===== src/design/pclu_pkg.sv =====
// Shared constants and types for the program counter load unit
package pclu_pkg;

  localparam int PCLU_PC_W = 15;
  localparam int PCLU_LO_W = 8;
  localparam int PCLU_HI_W = 7;
  localparam int PCLU_SP_W = 5;
  localparam int PCLU_STACK_DEPTH = 16;
  localparam int PCLU_STACK_AW = 4;
  localparam int PCLU_CALL_W = 11;
  localparam int PCLU_BRA_W = 9;
  localparam int PCLU_SHADOW_N = 8;

  // Core registers decoded only while address bits 11:7 are zero, matched on the low seven address bits
  localparam logic [6:0] PCLU_CORE_MASK = 7'h7f;
  localparam logic [6:0] PCLU_PC_LOW_OFS = 7'h02;
  localparam logic [6:0] PCLU_PC_LATCH_OFS = 7'h0a;

  // Debug bank registers
  localparam logic [11:0] PCLU_SHADOW_BASE = 12'hfe4;
  localparam logic [11:0] PCLU_STATUS_SHADOW_OFS = 12'hfe4;
  localparam logic [11:0] PCLU_WORK_SHADOW_OFS = 12'hfe5;
  localparam logic [11:0] PCLU_BANK_SHADOW_OFS = 12'hfe6;
  localparam logic [11:0] PCLU_LATCH_SHADOW_OFS = 12'hfe7;
  localparam logic [11:0] PCLU_PTR0_LOW_SHADOW_OFS = 12'hfe8;
  localparam logic [11:0] PCLU_PTR0_HIGH_SHADOW_OFS = 12'hfe9;
  localparam logic [11:0] PCLU_PTR1_LOW_SHADOW_OFS = 12'hfea;
  localparam logic [11:0] PCLU_PTR1_HIGH_SHADOW_OFS = 12'hfeb;
  localparam logic [11:0] PCLU_STACK_POINTER_OFS = 12'hfed;
  localparam logic [11:0] PCLU_TOS_LOW_OFS = 12'hfee;
  localparam logic [11:0] PCLU_TOS_HIGH_OFS = 12'hfef;

  // Shadow slot indices, equal to offset minus the shadow base
  localparam int PCLU_SH_STATUS = 0;
  localparam int PCLU_SH_WORK = 1;
  localparam int PCLU_SH_BANK = 2;
  localparam int PCLU_SH_LATCH = 3;
  localparam int PCLU_SH_PTR0_LOW = 4;
  localparam int PCLU_SH_PTR0_HIGH = 5;
  localparam int PCLU_SH_PTR1_LOW = 6;
  localparam int PCLU_SH_PTR1_HIGH = 7;

  // Implemented bits of each shadow slot
  localparam logic [7:0] PCLU_STATUS_MASK = 8'h07;
  localparam logic [7:0] PCLU_BYTE_MASK = 8'hff;
  localparam logic [7:0] PCLU_BANK_MASK = 8'h1f;
  localparam logic [7:0] PCLU_LATCH_MASK = 8'h7f;

  // Reset values
  localparam logic [14:0] PCLU_PC_RESET = 15'h0000;
  localparam logic [6:0] PCLU_LATCH_RESET = 7'h00;
  localparam logic [4:0] PCLU_SP_RESET = 5'h1f;
  localparam logic [7:0] PCLU_SHADOW_RESET = 8'h00;

  typedef enum logic [2:0] {
    PCLU_OP_STEP,
    PCLU_OP_GOTO,
    PCLU_OP_CALL,
    PCLU_OP_COMPUTED_CALL_INSTR,
    PCLU_OP_BRW,
    PCLU_OP_BRA,
    PCLU_OP_RETURN
  } pclu_op_t;

endpackage


===== src/design/pclu_core.sv =====
// Program counter load unit with stack access and debug shadow bank
`timescale 1ns/1ps
// Function
// - 15-bit PC, low byte readable and writable
// - Upper PC bits only via high latch
// - Any reset clears the whole PC
// - Low byte write loads upper bits from latch
// - Computed jump by adding to PC low byte
// - Call: operand bits 10:0, latch bits 6:3
// - Computed call: work register and high latch
// - Register branch: PC plus one plus W
// - Operand branch: PC plus one plus signed
// - Branches use incremented PC, cross boundaries freely
// - Shadow copies of normal core register context
// - Dual-access regs for user; others debug-only
// - Call increments pointer, then stores return PC
// - Return reloads PC, then decrements pointer
module pclu_core
  import pclu_pkg::*;
(
  input wire logic clk_sys_in,
  input wire logic rst_b_in,
  input wire logic op_valid_in,
  input wire pclu_op_t op_code_in,
  input wire logic [10:0] op_operand_in,
  input wire logic [7:0] w_value_in,
  input wire logic [11:0] reg_addr_in,
  input wire logic reg_wr_en_in,
  input wire logic [7:0] reg_wr_data_in,
  input wire logic reg_rd_en_in,
  output logic [7:0] reg_rd_data_out,
  input wire logic dbg_mode_in,
  input wire logic dbg_enter_in,
  input wire logic dbg_exit_in,
  input wire logic [2:0] live_status_in,
  input wire logic [4:0] live_bank_in,
  input wire logic [15:0] live_ptr0_in,
  input wire logic [15:0] live_ptr1_in,
  output logic [14:0] pc_out,
  output logic [6:0] pc_high_latch_out,
  output logic [4:0] stack_pointer_out,
  output logic restore_valid_out,
  output logic [2:0] restore_status_out,
  output logic [7:0] restore_w_out,
  output logic [4:0] restore_bank_out,
  output logic [15:0] restore_ptr0_out,
  output logic [15:0] restore_ptr1_out
);

  logic [14:0] pc_q;
  logic [14:0] pc_d;
  logic [6:0] pc_high_latch_q;
  logic [6:0] pc_high_latch_d;
  logic [4:0] stack_pointer_q;
  logic [4:0] stack_pointer_d;
  logic [7:0] rd_data_q;
  logic [7:0] rd_data_d;
  logic restore_valid_q;
  logic restore_valid_d;

  logic [14:0] stack_mem [PCLU_STACK_DEPTH];
  logic stack_wr_en;
  logic [3:0] stack_wr_addr;
  logic [14:0] stack_wr_data;
  logic [14:0] tos_value;

  logic [14:0] pc_inc;
  logic [14:0] bra_offset;
  logic [6:0] core_addr;
  logic is_core_reg;
  logic wr_pc_low;
  logic wr_latch;
  logic wr_sp;
  logic wr_tos_low;
  logic wr_tos_high;
  logic [11:0] shadow_rel;
  logic shadow_hit;
  logic shadow_allowed;

  logic [7:0] shadow_live [PCLU_SHADOW_N];
  logic [7:0] shadow_val [PCLU_SHADOW_N];
  logic [PCLU_SHADOW_N-1:0] shadow_wr;

  // Address decode
  assign core_addr = reg_addr_in[6:0] & PCLU_CORE_MASK;
  assign is_core_reg = (reg_addr_in[11:7] == 5'h00);
  assign wr_pc_low = reg_wr_en_in && is_core_reg && (core_addr == PCLU_PC_LOW_OFS);
  assign wr_latch = reg_wr_en_in && is_core_reg && (core_addr == PCLU_PC_LATCH_OFS);
  assign wr_sp = reg_wr_en_in && (reg_addr_in == PCLU_STACK_POINTER_OFS);
  assign wr_tos_low = reg_wr_en_in && (reg_addr_in == PCLU_TOS_LOW_OFS);
  assign wr_tos_high = reg_wr_en_in && (reg_addr_in == PCLU_TOS_HIGH_OFS);
  assign shadow_rel = reg_addr_in - PCLU_SHADOW_BASE;
  assign shadow_hit = (reg_addr_in >= PCLU_SHADOW_BASE) && (shadow_rel < 12'h008);
  // Bank and latch shadows are reachable only while the debug executive runs
  assign shadow_allowed = dbg_mode_in ||
    ((shadow_rel[2:0] != 3'(PCLU_SH_BANK)) &&
     (shadow_rel[2:0] != 3'(PCLU_SH_LATCH)));

  // Top of stack as seen through the access registers
  assign tos_value = stack_mem[stack_pointer_q[3:0]];

  // Branch base is the already incremented PC
  assign pc_inc = pc_q + 15'h0001;
  assign bra_offset = {{(PCLU_PC_W-PCLU_BRA_W){op_operand_in[8]}}, op_operand_in[8:0]};

  // Live normal context feeding the shadow bank
  assign shadow_live[PCLU_SH_STATUS] = {5'h00, live_status_in};
  assign shadow_live[PCLU_SH_WORK] = w_value_in;
  assign shadow_live[PCLU_SH_BANK] = {3'h0, live_bank_in};
  assign shadow_live[PCLU_SH_LATCH] = {1'b0, pc_high_latch_q};
  assign shadow_live[PCLU_SH_PTR0_LOW] = live_ptr0_in[7:0];
  assign shadow_live[PCLU_SH_PTR0_HIGH] = live_ptr0_in[15:8];
  assign shadow_live[PCLU_SH_PTR1_LOW] = live_ptr1_in[7:0];
  assign shadow_live[PCLU_SH_PTR1_HIGH] = live_ptr1_in[15:8];

  // Shadow bank of the normal context
  genvar gi;
  generate
    for (gi = 0; gi < PCLU_SHADOW_N; gi++)
    begin : g_shadow
      localparam logic [7:0] CELL_MASK =
        (gi == PCLU_SH_STATUS) ? PCLU_STATUS_MASK :
        (gi == PCLU_SH_BANK) ? PCLU_BANK_MASK :
        (gi == PCLU_SH_LATCH) ? PCLU_LATCH_MASK : PCLU_BYTE_MASK;
      assign shadow_wr[gi] = reg_wr_en_in && shadow_hit && shadow_allowed &&
        (shadow_rel[2:0] == 3'(gi));
      pclu_shadow_cell #(
        .MASK(CELL_MASK)
      ) u_cell (
        .clk_sys_in(clk_sys_in),
        .rst_b_in(rst_b_in),
        .capture_in(dbg_enter_in),
        .live_in(shadow_live[gi]),
        .wr_en_in(shadow_wr[gi]),
        .wr_data_in(reg_wr_data_in),
        .value_out(shadow_val[gi])
      );
    end
  endgenerate

  // Program counter, stack pointer and stack write next values
  always_comb
  begin
    pc_d = pc_q;
    stack_pointer_d = stack_pointer_q;
    stack_wr_en = 1'b0;
    stack_wr_addr = stack_pointer_q[3:0];
    stack_wr_data = pc_inc;
    if (wr_pc_low)
    begin
      // Covers any write with the low byte as destination, computed jumps included
      pc_d = {pc_high_latch_q, reg_wr_data_in};
    end
    else if (op_valid_in)
    begin
      unique case (op_code_in)
        PCLU_OP_STEP:
        begin
          pc_d = pc_inc;
        end
        PCLU_OP_GOTO:
        begin
          pc_d = {pc_high_latch_q[6:3], op_operand_in};
        end
        PCLU_OP_CALL:
        begin
          pc_d = {pc_high_latch_q[6:3], op_operand_in};
          stack_pointer_d = stack_pointer_q + 5'h01;
          stack_wr_en = 1'b1;
          stack_wr_addr = stack_pointer_d[3:0];
        end
        PCLU_OP_COMPUTED_CALL_INSTR:
        begin
          pc_d = {pc_high_latch_q, w_value_in};
          stack_pointer_d = stack_pointer_q + 5'h01;
          stack_wr_en = 1'b1;
          stack_wr_addr = stack_pointer_d[3:0];
        end
        PCLU_OP_BRW:
        begin
          pc_d = pc_inc + {7'h00, w_value_in};
        end
        PCLU_OP_BRA:
        begin
          pc_d = pc_inc + bra_offset;
        end
        PCLU_OP_RETURN:
        begin
          pc_d = tos_value;
          stack_pointer_d = stack_pointer_q - 5'h01;
        end
        default:
        begin
          pc_d = pc_inc;
        end
      endcase
    end
    if (wr_sp && shadow_allowed)
    begin
      stack_pointer_d = reg_wr_data_in[4:0];
    end
    if (wr_tos_low)
    begin
      stack_wr_en = 1'b1;
      stack_wr_addr = stack_pointer_q[3:0];
      stack_wr_data = {tos_value[14:8], reg_wr_data_in};
    end
    else if (wr_tos_high)
    begin
      stack_wr_en = 1'b1;
      stack_wr_addr = stack_pointer_q[3:0];
      stack_wr_data = {reg_wr_data_in[6:0], tos_value[7:0]};
    end
  end

  // High-byte latch next value; restore on debug exit beats a software write
  always_comb
  begin
    pc_high_latch_d = pc_high_latch_q;
    if (wr_latch)
    begin
      pc_high_latch_d = reg_wr_data_in[6:0];
    end
    if (dbg_exit_in)
    begin
      pc_high_latch_d = shadow_val[PCLU_SH_LATCH][6:0];
    end
  end

  // Register read data, captured one cycle after the read strobe
  always_comb
  begin
    rd_data_d = 8'h00;
    if (reg_rd_en_in)
    begin
      if (is_core_reg && (core_addr == PCLU_PC_LOW_OFS))
      begin
        rd_data_d = pc_q[7:0];
      end
      else if (is_core_reg && (core_addr == PCLU_PC_LATCH_OFS))
      begin
        rd_data_d = {1'b0, pc_high_latch_q};
      end
      else if (shadow_hit && shadow_allowed)
      begin
        rd_data_d = shadow_val[shadow_rel[2:0]];
      end
      else if (reg_addr_in == PCLU_STACK_POINTER_OFS)
      begin
        rd_data_d = {3'h0, stack_pointer_q};
      end
      else if (reg_addr_in == PCLU_TOS_LOW_OFS)
      begin
        rd_data_d = tos_value[7:0];
      end
      else if (reg_addr_in == PCLU_TOS_HIGH_OFS)
      begin
        rd_data_d = {1'b0, tos_value[14:8]};
      end
    end
  end

  always_comb
  begin
    restore_valid_d = dbg_exit_in;
  end

  always_ff @(posedge clk_sys_in)
  begin
    if (!rst_b_in)
    begin
      pc_q <= PCLU_PC_RESET;
      stack_pointer_q <= PCLU_SP_RESET;
    end
    else
    begin
      pc_q <= pc_d;
      stack_pointer_q <= stack_pointer_d;
    end
  end

  // High-byte latch register
  always_ff @(posedge clk_sys_in)
  begin
    if (!rst_b_in)
    begin
      pc_high_latch_q <= PCLU_LATCH_RESET;
    end
    else
    begin
      pc_high_latch_q <= pc_high_latch_d;
    end
  end

  // Read data register
  always_ff @(posedge clk_sys_in)
  begin
    if (!rst_b_in)
    begin
      rd_data_q <= 8'h00;
    end
    else
    begin
      rd_data_q <= rd_data_d;
    end
  end

  // Restore strobe register
  always_ff @(posedge clk_sys_in)
  begin
    if (!rst_b_in)
    begin
      restore_valid_q <= 1'b0;
    end
    else
    begin
      restore_valid_q <= restore_valid_d;
    end
  end

  // Stack contents are left undefined by reset
  always_ff @(posedge clk_sys_in)
  begin
    if (stack_wr_en)
    begin
      stack_mem[stack_wr_addr] <= stack_wr_data;
    end
  end

  assign pc_out = pc_q;
  assign pc_high_latch_out = pc_high_latch_q;
  assign stack_pointer_out = stack_pointer_q;
  assign reg_rd_data_out = rd_data_q;
  assign restore_valid_out = restore_valid_q;
  assign restore_status_out = shadow_val[PCLU_SH_STATUS][2:0];
  assign restore_w_out = shadow_val[PCLU_SH_WORK];
  assign restore_bank_out = shadow_val[PCLU_SH_BANK][4:0];
  assign restore_ptr0_out = {shadow_val[PCLU_SH_PTR0_HIGH], shadow_val[PCLU_SH_PTR0_LOW]};
  assign restore_ptr1_out = {shadow_val[PCLU_SH_PTR1_HIGH], shadow_val[PCLU_SH_PTR1_LOW]};

endmodule


===== src/design/pclu_shadow_cell.sv =====
// One shadow register of the debug bank with capture and software write
`timescale 1ns/1ps
module pclu_shadow_cell
  import pclu_pkg::*;
#(
  parameter logic [7:0] MASK = 8'hff
)
(
  input wire logic clk_sys_in,
  input wire logic rst_b_in,
  input wire logic capture_in,
  input wire logic [7:0] live_in,
  input wire logic wr_en_in,
  input wire logic [7:0] wr_data_in,
  output logic [7:0] value_out
);

  logic [7:0] value_q;
  logic [7:0] value_d;

  // Capture on debug entry wins over a software write in the same cycle
  always_comb
  begin
    value_d = value_q;
    if (capture_in)
    begin
      value_d = live_in & MASK;
    end
    else if (wr_en_in)
    begin
      value_d = wr_data_in & MASK;
    end
  end

  always_ff @(posedge clk_sys_in)
  begin
    if (!rst_b_in)
    begin
      value_q <= PCLU_SHADOW_RESET;
    end
    else
    begin
      value_q <= value_d;
    end
  end

  assign value_out = value_q;

endmodule


===== config.mk =====
export PLATFORM = sky130hd
export DESIGN_NAME = pclu_core
export DESIGN_NICKNAME = d
export VERILOG_FILES = /design/src/design/pclu_pkg.sv /design/src/design/pclu_core.sv /design/src/design/pclu_shadow_cell.sv
export SDC_FILE = /design/constraint.sdc
export NUM_CORES = 1
export LEC_CHECK = 0
export BUFFER_PORTS_ARGS = -buffer_cell sky130_fd_sc_hd__buf_2
export CORE_ASPECT_RATIO = 1.4
export CORE_MARGIN = 3
export CORE_UTILIZATION = 55
export DETAILED_ROUTE_END_ITERATION = 10
export GPL_TIMING_DRIVEN = 0
export PLACE_DENSITY = 0.81
export SETUP_SLACK_MARGIN = 0.15
export SYNTH_ARGS = -nofsm -noshare
export SYNTH_HDL_FRONTEND = slang
export SYNTH_SLANG_ARGS = --single-unit

===== constraint.sdc =====
create_clock -name clk_sys_in -period 4.1 [get_ports clk_sys_in]
set_clock_uncertainty 0.2 [all_clocks]
set_input_delay 0.41 -clock clk_sys_in [delete_from_list [all_inputs] [get_ports clk_sys_in]]
set_output_delay 0.41 -clock clk_sys_in [all_outputs]
set_load 0.02 [all_outputs]

Word level (Yosys, flattened, before mapping)
Memory sizes are Yosys's and may differ from the RTL's. A register that Yosys moved wholly into a read port is not among the register bits.
Cells that the tools add are included.
Widths: inputs -> output; s select.

cells by class
  add/subtract/negate cells = 6
  magnitude comparators = 3
  equal/unequal tests = 21
  muxes and demuxes = 50
  bitwise gates (word level) = 1
  reductions and logical operators = 41

operator list
  kind                    number
  $mux 8                  17
  $pmux 15 s5             1
  $mux 15                 4
  $eq 12x12->1 const B    3
  $mux 7                  5
  $mux 4                  7
  $mux 5                  5
  $bmux 8 s3              1
  $logic_and 1x1->1       22
  $reduce_bool 2->1       11
  $eq 3x3->1 const B      7
  $add 15x1->15 const B   1
  $add 15x15->15          1
  $add 15x8->15           1
  $eq 3x2->1 const B      4
  $ge 12x12->1 const B    1
  $lt 12x4->1 const B     1
  $sub 12x12->12 const B  1
  $pmux 5 s2              1
  $eq 7x2->1 const B      1
  $eq 7x4->1 const B      1
  $mux 1                  7
  $eq 3x1->1 const B      2
  $mux 3                  2
  13 further kinds        15

word-level totals
  register bits = 91
  bits in writable memories = 240
  memories kept = 1

memory list
  name       words  width  rd ports  clocked after memory_dff  write ports  RTL line         RTL
  stack_mem  16     15     1         1                         1            pclu_core.sv:61  logic [14:0] stack_mem [PCLU_STACK_DEPTH];

Depth between registers and ports, before layout
Gate-level depths: netlist of run 1.

  depth after elaboration = 9
  mapped depth = 15
  depth with buffers taken out = 14

Hierarchy
A second synthesis of run 1 with hierarchy kept.

second synthesis, totals
  cells, all modules = 1244
  area, all modules = 17043.8 um2

by module, submodules not included
  module                                     times used  cells an instance  area each (um2)  sequential area each (um2)
  pclu_core                                  1           994                14003.4          8007.7
  pclu_shadow_cell (g_shadow[1].u_cell ...)  5           35                 440.4            160.2
  pclu_shadow_cell (g_shadow[3].u_cell)      1           32                 386.6            140.1
  pclu_shadow_cell (g_shadow[2].u_cell)      1           25                 267.8            100.1
  pclu_shadow_cell (g_shadow[0].u_cell)      1           18                 183.9            60.1

Worst setup path after synthesis of run 1
Ideal clock, no wire load.

  kind = input to register
  start = in reg_addr_in[11]
  end = mem stack_mem[11][0], enable pin
  data arrival time = 2.987 ns
  required time = 3.512 ns
  path slack = 0.525 ns
  cell stages on the path = 9
  buffers on the path = 0
  cells stage by stage = and4_1 > nand4_1 > nor3b_1 > nand4_1 > nand2_1 > nor3_2 > nand2_1 > mux2i_1 > nor2b_1

between the ends
  word-level cells in the longest chain between the ends = 8
  elaborated cells between the ends (all ways) = 15
  those cells by class = eq/ne (2); mux (8); reduce/logical (5)

ends and longest elaborated chain
  what                            RTL line          RTL
  start: declaration              pclu_core.sv:27   input wire logic [11:0] reg_addr_in,
  $logic_not 5->1                 pclu_core.sv:86   assign is_core_reg = (reg_addr_in[11:7] == 5'h00);
  $logic_and 1x1->1 (2 in a row)  pclu_core.sv:87   assign wr_pc_low = reg_wr_en_in && is_core_reg && (core_addr == PCLU_PC_LOW_OFS);
  $mux 1                          pclu_core.sv:149  if (wr_pc_low)
  $mux 1                          pclu_core.sv:208  else if (wr_tos_high)
  $mux 1                          pclu_core.sv:202  if (wr_tos_low)
  $mux 1                          pclu_core.sv:324  if (stack_wr_en)
  $mux 1 (implied by the code)    pclu_core.sv:326  stack_mem[stack_wr_addr] <= stack_wr_data;
  end: declaration                pclu_core.sv:61

Several ways; a longest one is shown, not always the timed one.

Worst setup path in the final report of run 1
  start = in reg_addr_in[11]
  end = mem stack_mem[8][10], enable pin

Same word-level chain as after synthesis.

==> impl_metrics.csv, run 1 <==
group,metric,value,unit
pwr,power.ir.vdd_worst,0.352,mV
floorplan,placement_rows,74,
setup_path,worst_path_most_repeated_cell,"sky130_fd_sc_hd__nand4_1",
setup_path,cp-startpoint,"reg_addr_in[11]",
synth,yosys.cell_count.top_type,"sky130_fd_sc_hd__edfxtp_1",
synth,netlist-cell-type-count,74,
setup_path,rrSetupSlack,320,ps
placement,port-buffer-count,162,
layout,drive_above_1_share,0.245,
routing,drt_iter0_markers,1399,
routing,num_vias,12907,
synth,synth.cells.most_frequent,"sky130_fd_sc_hd__edfxtp_1, sky130_fd_sc_hd__nand2_1, sky130_fd_sc_hd__dfxtp_1",
status,failed_checks,"hold timing",
setup_path,slowest_stage,"sky130_fd_sc_hd__nor2b_2",
setup_path,critical_path.n_buffers_inverters,2,
floorplan,starting_utilization_of_the_core_area,0.560,
routing,routed_via_density,6.65,
status,run_status,"finished with violations",
layout,insertedDiodeCount,0,
worst_hold_path,worstHoldStart,"live_ptr1_in[8]",
synth,synth_area_per_cell,12.7,sq um
sta,report.final.hold_viol_count,1,
synth,post_synth_instance_area,16400,sq um
floorplan,die_w,152,microns
layout,fin_area,19400,sq um
synth,ys.warnings.count,0,
setup_path,worstSetupEndpointType,"flop",
sta,tightest_slew,1400,ps
clock_tree,ctsRootBufferMaster,"sky130_fd_sc_hd__clkbuf_16",
sta,rsz_0062_raised_after_global_routing,"no",
placement,place.detailed.hpwl,37700,microns
sta,slew_headroom,0.0664,
clock_tree,cts_tree,"built",
sta,share_of_the_cycle_needed_by_the_critical_path_after_routing,0.936,
global_route,grt_pass1_wl,80200,microns
floorplan,die_y,210,microns
floorplan,design.portCount,174,
placement,number_of_placed_instances_taps_included,1855,
global_route,first_global_vias,12753,
layout,final-instance-count-excl-fill,1941,
clock_tree,numClockSinks,335,
layout,total_number_of_nets_in_the_final_design,1649,
setup_path,worst_path_dominant_cell_family,"simple AND/OR/NAND/NOR gates",
clock_tree,cts.htree.levels,1,
synth,synth_top_cell_by_area,"sky130_fd_sc_hd__edfxtp_1",
clock_tree,cts.reportedPaths.clkPinSlew,70,ps
pwr,cellPowerDensity,412,nW/um^2
clock_tree,tritoncts.num_buffers,31,
pwr,power_leakage,0.00738,uW
clock_tree,clock_insertion_delay_worst_skew,600,ps
synth,yosys_register_bits,335,
sta,finalCriticalPeriod,3840,ps
global_route,global_route.overflow_total,0,
worst_hold_path,worstHoldEndpoint,"g_shadow[7].u_cell.value_out[0]",
synth,synth_flop_cell,"sky130_fd_sc_hd__edfxtp_1",
routing,drt-pass1-iter-count,6,
synth,postSynthCellCount,1297,
routing,finalWirelength,54100,microns
synth,yosysSeqAreaShare,0.554,
sta,hold_slack,-14.8,ps
worst_hold_path,hold_path_depth,3,
floorplan,dieArea,32000,sq um
global_route,antenna_found_initial,0,
layout,fill_cells,2085,
clock_tree,clk_path_buf_depth,3,
setup_path,critical_path.cell_chain,"buf_2 -> and4_1 -> nand4_1 -> nor3b_2 -> nand4_1 -> nand2_2 -> nor3_2 -> nand2_1 -> mux2i_1 -> nor2b_2 -> buf_16",
routing,antenna_left,0,
global_route,groute.usage.overall,0.332,
sta,peak_freq,261,MHz
synth,synth_top_cells_by_area,"sky130_fd_sc_hd__edfxtp_1, sky130_fd_sc_hd__dfxtp_1, sky130_fd_sc_hd__mux4_2",
setup_path,critical_path.max_fanout,11,
setup_path,worstRegToRegCells,7,
setup_path,critPathRequiredTime,4180,ps
setup_path,timing_worst_setup_path_type,"primary input to flop",
setup_path,cp.arrival,3920,ps
synth,synth_async_sr_flop_share,0,
synth,synth.top_cell.area_share,0.439,
job,cap_viol_max_count,0,
global_route,grt_max_degree,17,
placement,gp_routability_congestion,0.995,
floorplan,fp.coreArea,29400,sq um
synth,synth-edff-count,240,
setup_path,timing.critical_path.slowest_cell_delay,570,ps
placement,placed_cell_area,18100,sq um
routing,post-route-drc-count,0,
sta,timing_max_transition_violations_final,0,
worst_hold_path,worst_hold_path_class,"primary input to flop",
sta,final-setup-viol-count,0,
setup_path,crit-reg2reg-capture,"stack_mem[14][1]",
layout,syn_to_final_growth,18.2,%
routing,wl_per_cell,27.9,microns
synth,synthesis.nets,1407,
setup_path,startpoint_type,"primary input",
worst min-delay path, cell delays in order:
cell and delay (ps):
sky130_fd_sc_hd__buf_2 70, sky130_fd_sc_hd__a22oi_1 70, sky130_fd_sc_hd__a21boi_0 160
where the power goes:
group	internal (uW)	total (uW)	switching, uW
registers	3760	3850	83.9
clock network	1580	2890	1310
logic	491	1260	772
total	5830	8000	2170
cells in the final DEF, fill, tap and decap left out, drive strengths merged, types with 20 or more instances in the layout:
| master | n |
|---|---|
| mux2i | 35 |
| buf | 211 |
| and2 | 34 |
| edfxtp | 240 |
| inv | 23 |
| nor2 | 62 |
| a21boi | 23 |
| nand3 | 22 |
| mux4 | 85 |
| dlygate4sd3 | 29 |
| a21oi | 81 |
| dfxtp | 95 |
| o21ai | 76 |
| nand2 | 139 |
| clkbuf | 94 |
| nor2b | 20 |
| a22oi | 20 |
sequential cells by signal, summed over array words and instances (netlist names), named ones only:
register / cells
g_shadow.u_cell.value_out: 55
pc_high_latch_out: 7
pc_out: 15
reg_rd_data_out: 8
restore_valid_out: 1
stack_mem: 240
stack_pointer_out: 5
area by class of cell:
type | count | area [sq um] | area share
sequential | 335 | 9110 | 0.469
multi-input combinational | 850 | 6910 | 0.356
timing repair buffer | 209 | 1450 | 0.0745
clock buffer | 34 | 787 | 0.0405
tap | 380 | 475 | 0.0245
buffer | 91 | 398 | 0.0205
clock inverter | 21 | 204 | 0.0105
inverter | 21 | 78.8 | 0.00406
kinds of logic (layout without fill, tap and decap cells):
group,Yosys count,after routing,synth area share
AOI/OAI and AO/OA,313,313,0.127
xor gates and xnor gates,36,36,0.0209
adders and majority gates,20,20,0.0157
buffers and inverters,112,376,0.0289
DFF,335,335,0.554
muxes,136,136,0.150
and+or+nand+nor,345,345,0.103
how the worst max path moves through the flow:
stage | to | slack [ps] | cells after the start
floorplan | stack_mem[11][0] | 530 | 9
global placement | stack_mem[11][6] | -1270 | 10
detailed placement | stack_mem[10][9] | -720 | 10
CTS | stack_mem[12][4] | 180 | 6
global route | pc_out[14] | 150 | 15
finish | stack_mem[8][10] | 260 | 11
repair_timing:
item | in CTS | in global routing
setup buffers | 0 | 2
hold buffers | 29 | 0
pin swaps | 0 | 0
endpoints found under the hold margin | 29 | 0
resized for setup | 2 | 8
setup endpoints to repair | 49 | 79
per-layer routing:
metal | up-vias | share of wire | track usage
met1 | 6195 | 0.34 | 0.404
li1 | 5478 | - | -
met5 | - | 0 | 0
met2 | 956 | 0.48 | 0.548
met3 | 278 | 0.10 | 0.0639
met4 | 0 | 0.082 | 0.212
per-stage QoR:
stage	total power, uW	setup TNS, ps	utilization	setup WS, ps
global route	8220	0	0.661	147
global placement	5050	-242330	0.604	-1270
floorplan	4650	0	-	525
CTS	7980	0	0.660	178
detailed placement	5110	-76490	0.616	-716
finish	8000	0	0.661	264
(Power assumes the default switching activity.)
==> inputs of run 2 (changes only) <==
--- a/config.mk
+++ b/config.mk
@@ -12,7 +12,7 @@
 export DETAILED_ROUTE_END_ITERATION = 10
 export GPL_TIMING_DRIVEN = 0
 export PLACE_DENSITY = 0.81
-export SETUP_SLACK_MARGIN = 0.15
+export SETUP_SLACK_MARGIN = 0.05
 export SYNTH_ARGS = -nofsm -noshare
 export SYNTH_HDL_FRONTEND = slang
 export SYNTH_SLANG_ARGS = --single-unit
==> constraint.sdc (replaced) <==
create_clock -name clk_sys_in -period 4.1 [get_ports clk_sys_in]
set_clock_uncertainty 0.2 [all_clocks]
set_input_delay 0.205 -clock clk_sys_in [delete_from_list [all_inputs] [get_ports clk_sys_in]]
set_output_delay 0.205 -clock clk_sys_in [all_outputs]
set_load 0.02 [all_outputs]
==> run 2 against run 1 <==
Against the previous run:
- the run now ends clean
- highest routed layer unchanged
- maximum frequency up 0.32%
- setup slack better by 12 ps
- core utilization up 1.1 points
- hold slack better by 59 ps
==> impl_metrics.csv, run 2 (same netlist as run 1, synthesis figures left out) <==
group,metric,value,unit
floorplan,placement_rows,74,
setup_path,critical_path.max_fanout,10,
pwr,power_report.internal_total,5850,uW
placement,gp_routability_congestion,0.995,
sta,report.final.hold_viol_count,0,
clock_tree,clock_insertion_delay_worst_skew,590,ps
clock_tree,cts_setup_buffers,0,
pwr,fraction_of_power_consumed_by_combinational_cells,0.161,
global_route,groute.usage.overall,0.337,
sta,share_of_the_cycle_needed_by_the_critical_path_after_routing,0.933,
sta,tightest_slew,1350,ps
routing,routed_via_density,6.60,
pwr,switching_share,0.270,
setup_path,rrSetupSlack,280,ps
routing,num_vias,13029,
status,run_status,"finished clean",
sta,slew_headroom,0.0968,
pwr,power.share.sequential,0.480,
sta,finalCriticalPeriod,3820,ps
setup_path,startpoint_type,"flop",
global_route,antenna_found_initial,1,
layout,drive_above_1_share,0.237,
pwr,power.switching,2170,uW
sta,setup_slack,276,ps
clock_tree,cts.reportedPaths.clkPinSlew,70,ps
sta,final-setup-viol-count,0,
sta,hold_slack,44.6,ps
layout,final_cell_mix,"sky130_fd_sc_hd__edfxtp_1, sky130_fd_sc_hd__buf_2, sky130_fd_sc_hd__nand2_1",
floorplan,dieArea,32000,sq um
worst_hold_path,hold_path_depth,5,
layout,regMostFlops,"stack_mem",
clock_tree,clk_path_buf_depth,3,
floorplan,die_w,152,microns
setup_path,timing.critical_path.slowest_cell_delay,580,ps
clock_tree,ctsRootBufferMaster,"sky130_fd_sc_hd__clkbuf_16",
setup_path,worstRegToRegCells,8,
setup_path,critPathRequiredTime,4380,ps
layout,final-instance-count-excl-fill,1975,
setup_path,slowest_stage,"sky130_fd_sc_hd__mux4_2",
sta,peak_freq,262,MHz
placement,place.detailed.hpwl,37700,microns
global_route,grt_pass1_wl,81700,microns
pwr,clockPowerShare,0.360,
routing,wl_per_cell,27.8,microns
placement,number_of_placed_instances_taps_included,1855,
global_route,first_global_vias,13009,
clock_tree,cts.htree.levels,1,
clock_tree,numClockSinks,335,
floorplan,starting_utilization_of_the_core_area,0.560,
setup_path,cp.arrival,4100,ps
pwr,power_leakage,0.00752,uW
layout,area_of_the_multi_input_gates,6900,sq um
routing,drt_iter0_markers,1434,
pwr,power.ir.vdd_worst,0.351,mV
clock_tree,tritoncts.num_buffers,31,
layout,fill_cells,2044,
floorplan,design.portCount,174,
placement,port-buffer-count,162,
worst_hold_path,worst_hold_path_class,"primary input to flop",
setup_path,worstSetupEndpointType,"flop",
layout,total_number_of_nets_in_the_final_design,1682,
clock_tree,cts_tree,"built",
layout,largest_register_ff_count,240,
sta,timing_max_transition_violations_final,0,
pwr,cellPowerDensity,406,nW/um^2
routing,antenna_left,0,
routing,drt-pass1-iter-count,6,
setup_path,critical_path.cell_chain,"clkbuf_1 -> clkbuf_2 -> clkbuf_1 -> mux4_2 -> mux4_2 -> o221ai_1 -> a21boi_0 -> dlygate4sd3_1",
layout,mostFrequentLayoutCell,"sky130_fd_sc_hd__edfxtp_1",
global_route,global_route.overflow_total,0,
job,cap_viol_max_count,0,
floorplan,die_y,210,microns
layout,syn_to_final_growth,20.1,%
routing,finalWirelength,54900,microns
routing,post-route-drc-count,0,
sta,timing.setup.tns,0,ps
sta,rsz_0062_raised_after_global_routing,"no",
layout,register_area,9110,sq um
placement,detailedPlace.worstSlack,-511,ps
setup_path,timing_worst_setup_path_type,"flop to flop",
global_route,grt_max_degree,17,
floorplan,fp.coreArea,29400,sq um
[run 2: cell count changes in the layout (fill, tap and decap cells not counted)]
cell,previous run,this run
sky130_fd_sc_hd__dlygate4sd3_1,29,64
sky130_fd_sc_hd__a21oi_2,1,0
sky130_fd_sc_hd__nor2_2,10,9
sky130_fd_sc_hd__nor2_1,52,53
sky130_fd_sc_hd__nand2_1,138,139
sky130_fd_sc_hd__xor2_2,2,1
sky130_fd_sc_hd__nand2_2,1,0
sky130_fd_sc_hd__xor2_1,14,15
sky130_fd_sc_hd__diode_2,0,1
sky130_fd_sc_hd__buf_4,2,0
sky130_fd_sc_hd__a21oi_1,80,81
[run 2: what timing repair did]
item | in CTS | in global routing
endpoints found under the setup margin | 15 | 40
hold endpoints to repair | 75 | 0
gates resized for setup | 1 | 5
hold buffers | 64 | 0
pin swaps | 0 | 0
[run 2: power groups by stage]
stage / logic, uW / clock network (uW) / registers [uW]
floorplan: 703 / 0 / 3950
global placement: 1140 / 0 / 3910
detailed placement: 1200 / 0 / 3920
CTS: 1260 / 2910 / 3840
global route: 1360 / 3030 / 3850
finish: 1290 / 2880 / 3850
[run 2: per-stage QoR]
step	util	instance area [sq um]	total power, uW
final	0.672	19700	8020
after global routing	0.672	19700	8240
after CTS	0.672	19700	8000
after detailed placement	0.616	18100	5110
after global placement	0.604	17700	5050
after floorplan	-	16400	4650
[run 2: worst paths after layout]
kind,start,to
worst max-delay path,flop,pc_out[7]
worst min-delay path,reg_addr_in[7],reg_rd_data_out[3]
worst max register to register,flop,pc_out[7]
worst min register to register,g_shadow[6].u_cell.value_out[7],g_shadow[6].u_cell.value_out[7]
[run 2: cell type report]
type | instances | share of cell area
tap | 380 | 0.0241
sequential | 335 | 0.462
buffer | 91 | 0.0202
timing repair buffer | 242 | 0.0903
clock buffer | 34 | 0.0399
clock inverter | 21 | 0.0103
antenna | 1 | 0.000127
inverter | 21 | 0.00399
multi-input combinational | 850 | 0.349
[run 2: worst max-delay path: cells and delay by family, from the launching register on]
| family | cells | cell delay (ps) |
|---|---|---|
| buffers and inverters | 4 | 1860 |
| multiplexers | 2 | 1010 |
| flip-flops | 1 | 330 |
| AO/OA/AOI/OAI | 2 | 320 |
[run 2: per-layer routing]
metal	up-vias	wire, microns	track usage
met5	-	0	0
met4	0	4300	0.206
met3	269	5140	0.0612
met2	906	26400	0.563
met1	6309	19100	0.411
li1	5545	-	-
